==> src/dmp_pkg.sv <==
// Purpose: Shared constants and types for the dual modulus prescaler.
// Assumes: One clock; the divided input signal is the system clock.
// Notes: Ratio values are small enough for an 8-bit counter.
package dmp_pkg;

   // Build variants of the prescaler
   typedef enum logic [1:0] {
      DMP_BUILD_LOW_PAIR,
      DMP_BUILD_HIGH_PAIR,
      DMP_BUILD_FIXED_6465,
      DMP_BUILD_FIXED_64
   } dmp_build_t;

   // Counter and ratio width
   localparam int DMP_CNT_W = 8;

   // Division ratios
   localparam logic [7:0] DMP_DIV_32 = 8'h20;
   localparam logic [7:0] DMP_DIV_64 = 8'h40;
   localparam logic [7:0] DMP_DIV_128 = 8'h80;
   localparam logic [7:0] DMP_DIV_EXTRA = 8'h01;

   // Reset values
   localparam logic [7:0] DMP_RST_RATIO = 8'h40;
   localparam logic [7:0] DMP_RST_CNT = 8'h00;
   localparam logic DMP_RST_OUT = 1'b0;

   // Synchroniser depth for pin inputs
   localparam int DMP_SYNC_STAGES = 2;

   // Clock period and the modulus response window of the far side
   localparam int DMP_CLK_PERIOD_PS = 4000;
   localparam int DMP_MODULUS_RESPONSE_WINDOW_NS = 42;
   // Longest time, so it rounds down
   localparam int DMP_MODULUS_RESPONSE_WINDOW_CYC =
      (DMP_MODULUS_RESPONSE_WINDOW_NS * 1000) / DMP_CLK_PERIOD_PS;

endpackage

==> src/dmp_prescaler.sv <==
// Purpose: Dual modulus prescaler dividing the clock by a selected ratio.
// Assumes: sys_clk_i stands for the high-frequency input signal.
// Notes: Build and output polarity are fixed by parameters.
//
// What this block does
// - Low build: pair high 32/33, low 64/65
// - High build: pair high 64/65, low 128/129
// - Pair static; modulus high small, low large
// - Fixed 64/65: control high 64, low 65
// - Two output polarities for either counter edge
// - Fixed build divides by 64, no selects
`timescale 1ns/1ps
module dmp_prescaler
   import dmp_pkg::*;
#(
   parameter dmp_build_t BUILD = DMP_BUILD_LOW_PAIR,
   parameter bit NEG_EDGE = 1'b0
) (
   // Clock and reset
   input wire logic sys_clk_i,
   input wire logic sys_rst_i,
   // Ratio control pins from the synthesizer side
   input wire logic ratio_pair_select_i,
   input wire logic modulus_select_i,
   // Divided output
   output logic div_out_o
);

   // Whole divider state, registered as one word
   typedef struct packed {
      logic [DMP_CNT_W-1:0] cnt;
      logic [DMP_CNT_W-1:0] ratio;
      logic out;
   } dmp_state_t;

   dmp_state_t state_q;
   dmp_state_t state_d;

   // Pin values two clocks behind the pins
   logic [1:0] pins_sync;
   logic pair_s;
   logic mod_s;
   logic wrap;
   logic [DMP_CNT_W-1:0] base_ratio;
   logic [DMP_CNT_W-1:0] next_ratio;

   // Both control pins come from outside the clock domain; the two
   // clocks of latency mean a modulus change must stand two clocks
   // before the end of the last cycle of a period to land in the next one
   dmp_sync #(
      .W(2) // Pair select and modulus
   ) u_sync (
      .sys_clk_i(sys_clk_i),
      .sys_rst_i(sys_rst_i),
      .async_i({ratio_pair_select_i, modulus_select_i}),
      .sync_o(pins_sync)
   );

   // Pair select is meant to be static; a change lands at a reload
   assign pair_s = pins_sync[1];
   assign mod_s = pins_sync[0];

   // Last input cycle of the current output period
   // Comparing with ratio minus one reloads without a dead cycle
   assign wrap = (state_q.cnt == state_q.ratio - DMP_DIV_EXTRA);

   // Smaller member of the active pair
   always_comb begin
      base_ratio = DMP_DIV_64;
      case (BUILD)
         DMP_BUILD_LOW_PAIR: begin
            base_ratio = pair_s ? DMP_DIV_32 : DMP_DIV_64;
         end
         DMP_BUILD_HIGH_PAIR: begin
            base_ratio = pair_s ? DMP_DIV_64 : DMP_DIV_128;
         end
         DMP_BUILD_FIXED_6465: begin
            base_ratio = DMP_DIV_64;
         end
         default: begin
            base_ratio = DMP_DIV_64;
         end
      endcase
   end

   // Modulus low adds one; the fixed build ignores the pin entirely
   // Larger member of every pair is the smaller one plus one
   always_comb begin
      if (BUILD == DMP_BUILD_FIXED_64) begin
         next_ratio = base_ratio;
      end else if (mod_s) begin
         next_ratio = base_ratio;
      end else begin
         next_ratio = base_ratio + DMP_DIV_EXTRA;
      end
   end

   // Counter, ratio latch and output phase
   always_comb begin
      state_d = state_q;
      if (wrap) begin
         // Ratio only changes between periods, never mid-cycle
         state_d.cnt = DMP_RST_CNT;
         state_d.ratio = next_ratio;
      end else begin
         state_d.cnt = state_q.cnt + 8'h01;
      end
      // Active level for the first half; odd ratios give the spare cycle to the idle level
      state_d.out = (state_d.cnt < (state_d.ratio >> 1)) ^ NEG_EDGE;
   end

   // State register; the output leaves reset low, so with NEG_EDGE clear
   // the first rising edge comes one clock into the reset-ratio period
   always_ff @(posedge sys_clk_i or posedge sys_rst_i) begin
      if (sys_rst_i) begin
         state_q.cnt <= DMP_RST_CNT;
         state_q.ratio <= DMP_RST_RATIO;
         state_q.out <= DMP_RST_OUT;
      end else begin
         state_q <= state_d;
      end
   end

   // Straight from the register, so no glitch reaches the counters
   assign div_out_o = state_q.out;
endmodule // dmp_prescaler

==> src/dmp_sync.sv <==
// Purpose: Two flip-flop synchroniser for static and slow pin inputs.
// Assumes: Inputs are asynchronous to sys_clk_i.
// Notes: Only the second stage may be read by other logic.
`timescale 1ns/1ps
module dmp_sync #(
   parameter int W = 2
) (
   // Clock and reset
   input wire logic sys_clk_i,
   input wire logic sys_rst_i,
   // Pin side
   input wire logic [W-1:0] async_i,
   // Clock side
   output logic [W-1:0] sync_o
);

   typedef struct packed {
      logic [W-1:0] meta;
      logic [W-1:0] stable;
   } dmp_sync_state_t;

   dmp_sync_state_t state_q;
   dmp_sync_state_t state_d;

   // First stage feeds only the second stage
   always_comb begin
      state_d = state_q;
      state_d.meta = async_i;
      state_d.stable = state_q.meta;
   end

   // State register
   always_ff @(posedge sys_clk_i or posedge sys_rst_i) begin
      if (sys_rst_i) begin
         state_q <= '0;
      end else begin
         state_q <= state_d;
      end
   end

   assign sync_o = state_q.stable;

endmodule // dmp_sync

==> config.mk <==
export PLATFORM = sky130hd
export DESIGN_NAME = dmp_prescaler
export DESIGN_NICKNAME = d
export VERILOG_FILES = /design/src/dmp_pkg.sv /design/src/dmp_prescaler.sv /design/src/dmp_sync.sv
export SDC_FILE = /design/constraint.sdc
export NUM_CORES = 1
export LEC_CHECK = 0
export BUFFER_PORTS_ARGS = -buffer_cell sky130_fd_sc_hd__buf_2
export CAP_MARGIN = 20
export CORE_MARGIN = 2
export CORE_UTILIZATION = 50
export CTS_CLUSTER_DIAMETER = 50
export DETAILED_ROUTE_END_ITERATION = 8
export PLACE_DENSITY = 0.66
export SYNTH_ARGS = -nofsm -noshare
export SYNTH_HDL_FRONTEND = slang
export SYNTH_SLANG_ARGS = --single-unit
==> constraint.sdc <==
create_clock -name sys_clk_i -period 3.95 [get_ports sys_clk_i]
set_input_delay 0 -clock sys_clk_i [delete_from_list [all_inputs] [get_ports sys_clk_i]]
set_output_delay 0 -clock sys_clk_i [all_outputs]
set_load 0.02 [all_outputs]
==> results.md <==
- The run finished with clean final reports.
- The slew at the pin closest to its max-slew limit is 770 ps.
- The number of antenna violations at the first check in global routing is 0.
- The total global-route track usage is 19.1%.
- The sum of overflow across all layers after global routing is 0.
- The remaining antenna violation count is 0.
- Summed over all cells, the static leakage comes to 0.558 nW.
- Setup violations remaining at the end of the flow were counted as 0.
- The met1 track utilization from global routing is 26.4%.
- Setup repair after global routing left no endpoint under its margin.
- The count of endpoints failing hold in the final timing report is 0.
- For this run, the detailed router's first-pass iteration total came to 4.
- After synthesis the netlist holds a flip-flop and latch count of 21.
- The startpoint of the lowest-slack register-to-register path is state_q[2].
- In this run the core area contains 17 standard-cell rows.
- The height of the chip is 52.6 um.
- The remaining design rule violation count is 0.
- The cell type of the slowest stage on the worst timing path is or4_4.
- The post-detailed-route via-to-cell ratio is 5.43.
- The final critical delay including setup and external delays is 3320 ps.
- The H-tree depth is 1.
- The clock sink count is 21.
- The area of all placed cells without fillers is 0.00127 mm2.
- Clock-pin slew was measured on the worst setup and hold paths at 110 ps.
- The worst setup path is of the reg -> reg kind.
- The library cell used as clock root buffer is clkbuf_4.
- Of the cells placed in the final design, the portion with a size suffix greater than 1 is 9.92%.
- Buffers added to address setup during post-CTS repair amount to 0.
- The count of boundary I/O pins is 5.
- The violation count after the first detailed-routing iteration is 8.
- The worst hold path begins at ratio_pair_select_i.
- The worst hold margin is 344 ps.
- The synthesis-to-finish area growth is 7.20%.
- The setup clock skew after layout is 1.34 ps.
- The netlist uses 34 different library cells.
- The total number of vias is 809.
- STA classifies the critical path startpoint as a flop.
- For this block, the routed nets add up to 2.11 mm of wire.
- The tool flagged a number of max-cap violations equal to 0.
- The number of nets handed over by synthesis was 125.
- The final layout net count is 134.
- Along the worst path, the maximum fanout reaches 22.
- The area of the core region is 0.00223 mm2.
- The fraction of met2 tracks used by global routing is 30.2%.
- The number of pins exceeding their max-slew limit in the final report came to 0.
- The routability congestion estimate is 0.750.
- 0 antenna diodes ended up in the layout.
- The setup TNS is 0 ps.
- The arrival time of data at the critical path endpoint is 3540 ps.
- The largest total area in the synthesized netlist belongs to dfrtp_1.
- The total standard cell area after synthesis is 0.00118 mm2.
- The achievable frequency is 301 MHz.
- Summed over all nets, the half-perimeter wirelength after detailed placement is 1.54 mm.
- The count of buffers added on input and output ports is 4.
- The number of buffer and inverter instances along the worst setup path is 0.
- The routing layer with the top usage in global route is met2.
- After detailed routing, the average wire length per cell comes to 14.1 um.
- The critical path goes through or4_4, o221a_1, a311oi_1, nand2_1, and2_4, o21ai_0, ha_1, nand2_1, nor2_1, a221oi_1, o21ai_0, a211oi_2.
- The register area share after synthesis is 44.6%.
- The first global-routing pass estimated 3.75 mm of wire.
- The kind of end point of the critical path is a flop.
- After technology mapping, the gate count stands at 113.
- Post-CTS repair changed the size of 0 cells.
- TritonCTS created 3 clock buffers.
- Summed over its instances, the top area cell type makes up 42.3% of the synthesized netlist area.
- The worst path required time is 4170 ps.
- The most critical setup path has its startpoint at state_q[2].
- The clock passes through at most 2 buffers.
- The floorplan step defined a die boundary enclosing 0.00277 mm2.
- Entering global routing, the biggest net connects 23 pins.
- The placed instance count is 142.
- The classification of the worst-slack hold path is in -> reg.
- The met3 track utilization from global routing is 1.71%.
- The CTS tree is built.
- Clock latency on the worst-skew pair, taken at its later pin, is 300 ps.
- The post-synthesis area per instance is 10.5 um2.
- The maximum vdd ir drop is 265 uV.
- In the layout the commonest cells are dfrtp_1, nor2_1, xnor2_1.
- Dividing the final minimum period by the clock period gives 84.0%.
- Ranked by total cell area, the synthesized netlist is headed by dfrtp_1, ha_1, xnor2_1, nor2b_1, xor2_1.
- The cell family with the largest share of critical-path delay is compound AO/OA/AOI/OAI gates.
- The initial utilization of the core area, before any placement, comes to 52.9%.
- The post-detailed-placement cell area is 0.00121 mm2.
- The overall power is 0.326 mW.
- The worst stage delay on the critical path is 570 ps.
- In this run the tightest slew margin relative to its limit is 48.6%.
- The via count of the first global-routing pass was 810.
- The number of hold-repair buffers added at the cts stage is 3.
- The library cell used most frequently in the layout, excluding fill and tap cells, is dfrtp_1.
- The power per cell area is 257 mW/mm2.
- The Yosys warning count is 0.
- Leaving out filler cells and counting taps, the final layout contains 149.
- From left edge to right edge, the die measures 52.6 um.
[cells in the mapped netlist]
cell type  number
o21a_1          3
nor2b_1         7
o221a_1         1
nor4_1          2
o32ai_1         1
nor2_1         10
nand2_1         5
or3b_2          1
mux2i_1         1
a221oi_1        1
dfstp_2         1
inv_1           4
a21oi_1         4
and2_1          1
and2_4          1
or4_4           1
nand4b_1        1
nand4_1         3
and4_1          1
xnor2_1        10
nor3_1          1
buf_6           2
dfrtp_1        20
clkbuf_1        1
and3_1          1
nand2b_1        4
nor3b_1         2
ha_1            8
nand3_1         3
o21ai_0         3
a21o_1          2
xor2_1          5
a311oi_1        1
a211oi_2        1
[final timing paths]
| kind | endpoint | cells past startpoint | slack [ps] |
|---|---|---|---|
| worst max-delay path | div_out_o | 12 | 630 |
| worst min-delay path | u_sync.state_d[1] | 2 | 340 |
| worst max register to register | div_out_o | 12 | 630 |
| worst min register to register | u_sync.sync_o[0] | 0 | 360 |
| max in group asynchronous | state_q[9] | 3 | 3100 |
| min in group asynchronous | u_sync.state_d[1] | 3 | 370 |
[cell families (layout without fill, tap and decap cells)]
kind of cell | Yosys count | in the layout | synth area share (%)
muxes | 1 | 1 | 0.847
AOI/OAI and AO/OA | 17 | 17 | 10.4
DFF | 21 | 21 | 44.6
xor gates and xnor gates | 15 | 15 | 11.1
and+or+nand+nor | 44 | 44 | 21.2
adders and majority gates | 8 | 8 | 8.47
buffers and inverters | 7 | 15 | 3.49
[power breakdown]
group / switching, mW / total, mW / leakage, nW / internal (mW)
clock: 0.0615 / 0.101 / 0.0150 / 0.0393
combinational: 0.00469 / 0.00772 / 0.277 / 0.00303
sequential: 0.000753 / 0.218 / 0.266 / 0.217
total: 0.0670 / 0.326 / 0.558 / 0.259
[routing by layer]
layer | routed length, um | vias to the layer above
met1 | 1010 | 382
met4 | 36 | 0
li1 | - | 412
met3 | 42 | 5
met5 | 0 | -
met2 | 1020 | 10
[state kept, by name, indices dropped and copies added (netlist names)]
signal	flops
state_q	16
u_sync.state_d	2
u_sync.sync_o	2
div_out_o	1
[worst register-to-register path, stage by stage (launching register included)]
cell,delay [ps]
dfrtp_1,440
or4_4,570
o221a_1,260
a311oi_1,290
nand2_1,170
and2_4,250
o21ai_0,260
ha_1,280
nand2_1,80
nor2_1,60
a221oi_1,250
o21ai_0,150
a211oi_2,200
[cell type report]
class                           count  area (um2)
Inverter                            4        15.0
Multi-Input combinational cell     85         614
Tap cell                           28        35.0
Timing Repair Buffer                7        50.0
Sequential cell                    21         527
Fill cell                         210         966
Clock buffer                        4        26.3
[per-stage QoR]
step	setup slack [ps]	utilization (%)
final	631	56.8
after global routing	261	56.8
after CTS	604	56.8
after detailed placement	634	54.2
after global placement	724	54.2
after floorplan	922	-
No activity file was read; power rests on OpenSTA's default activity.
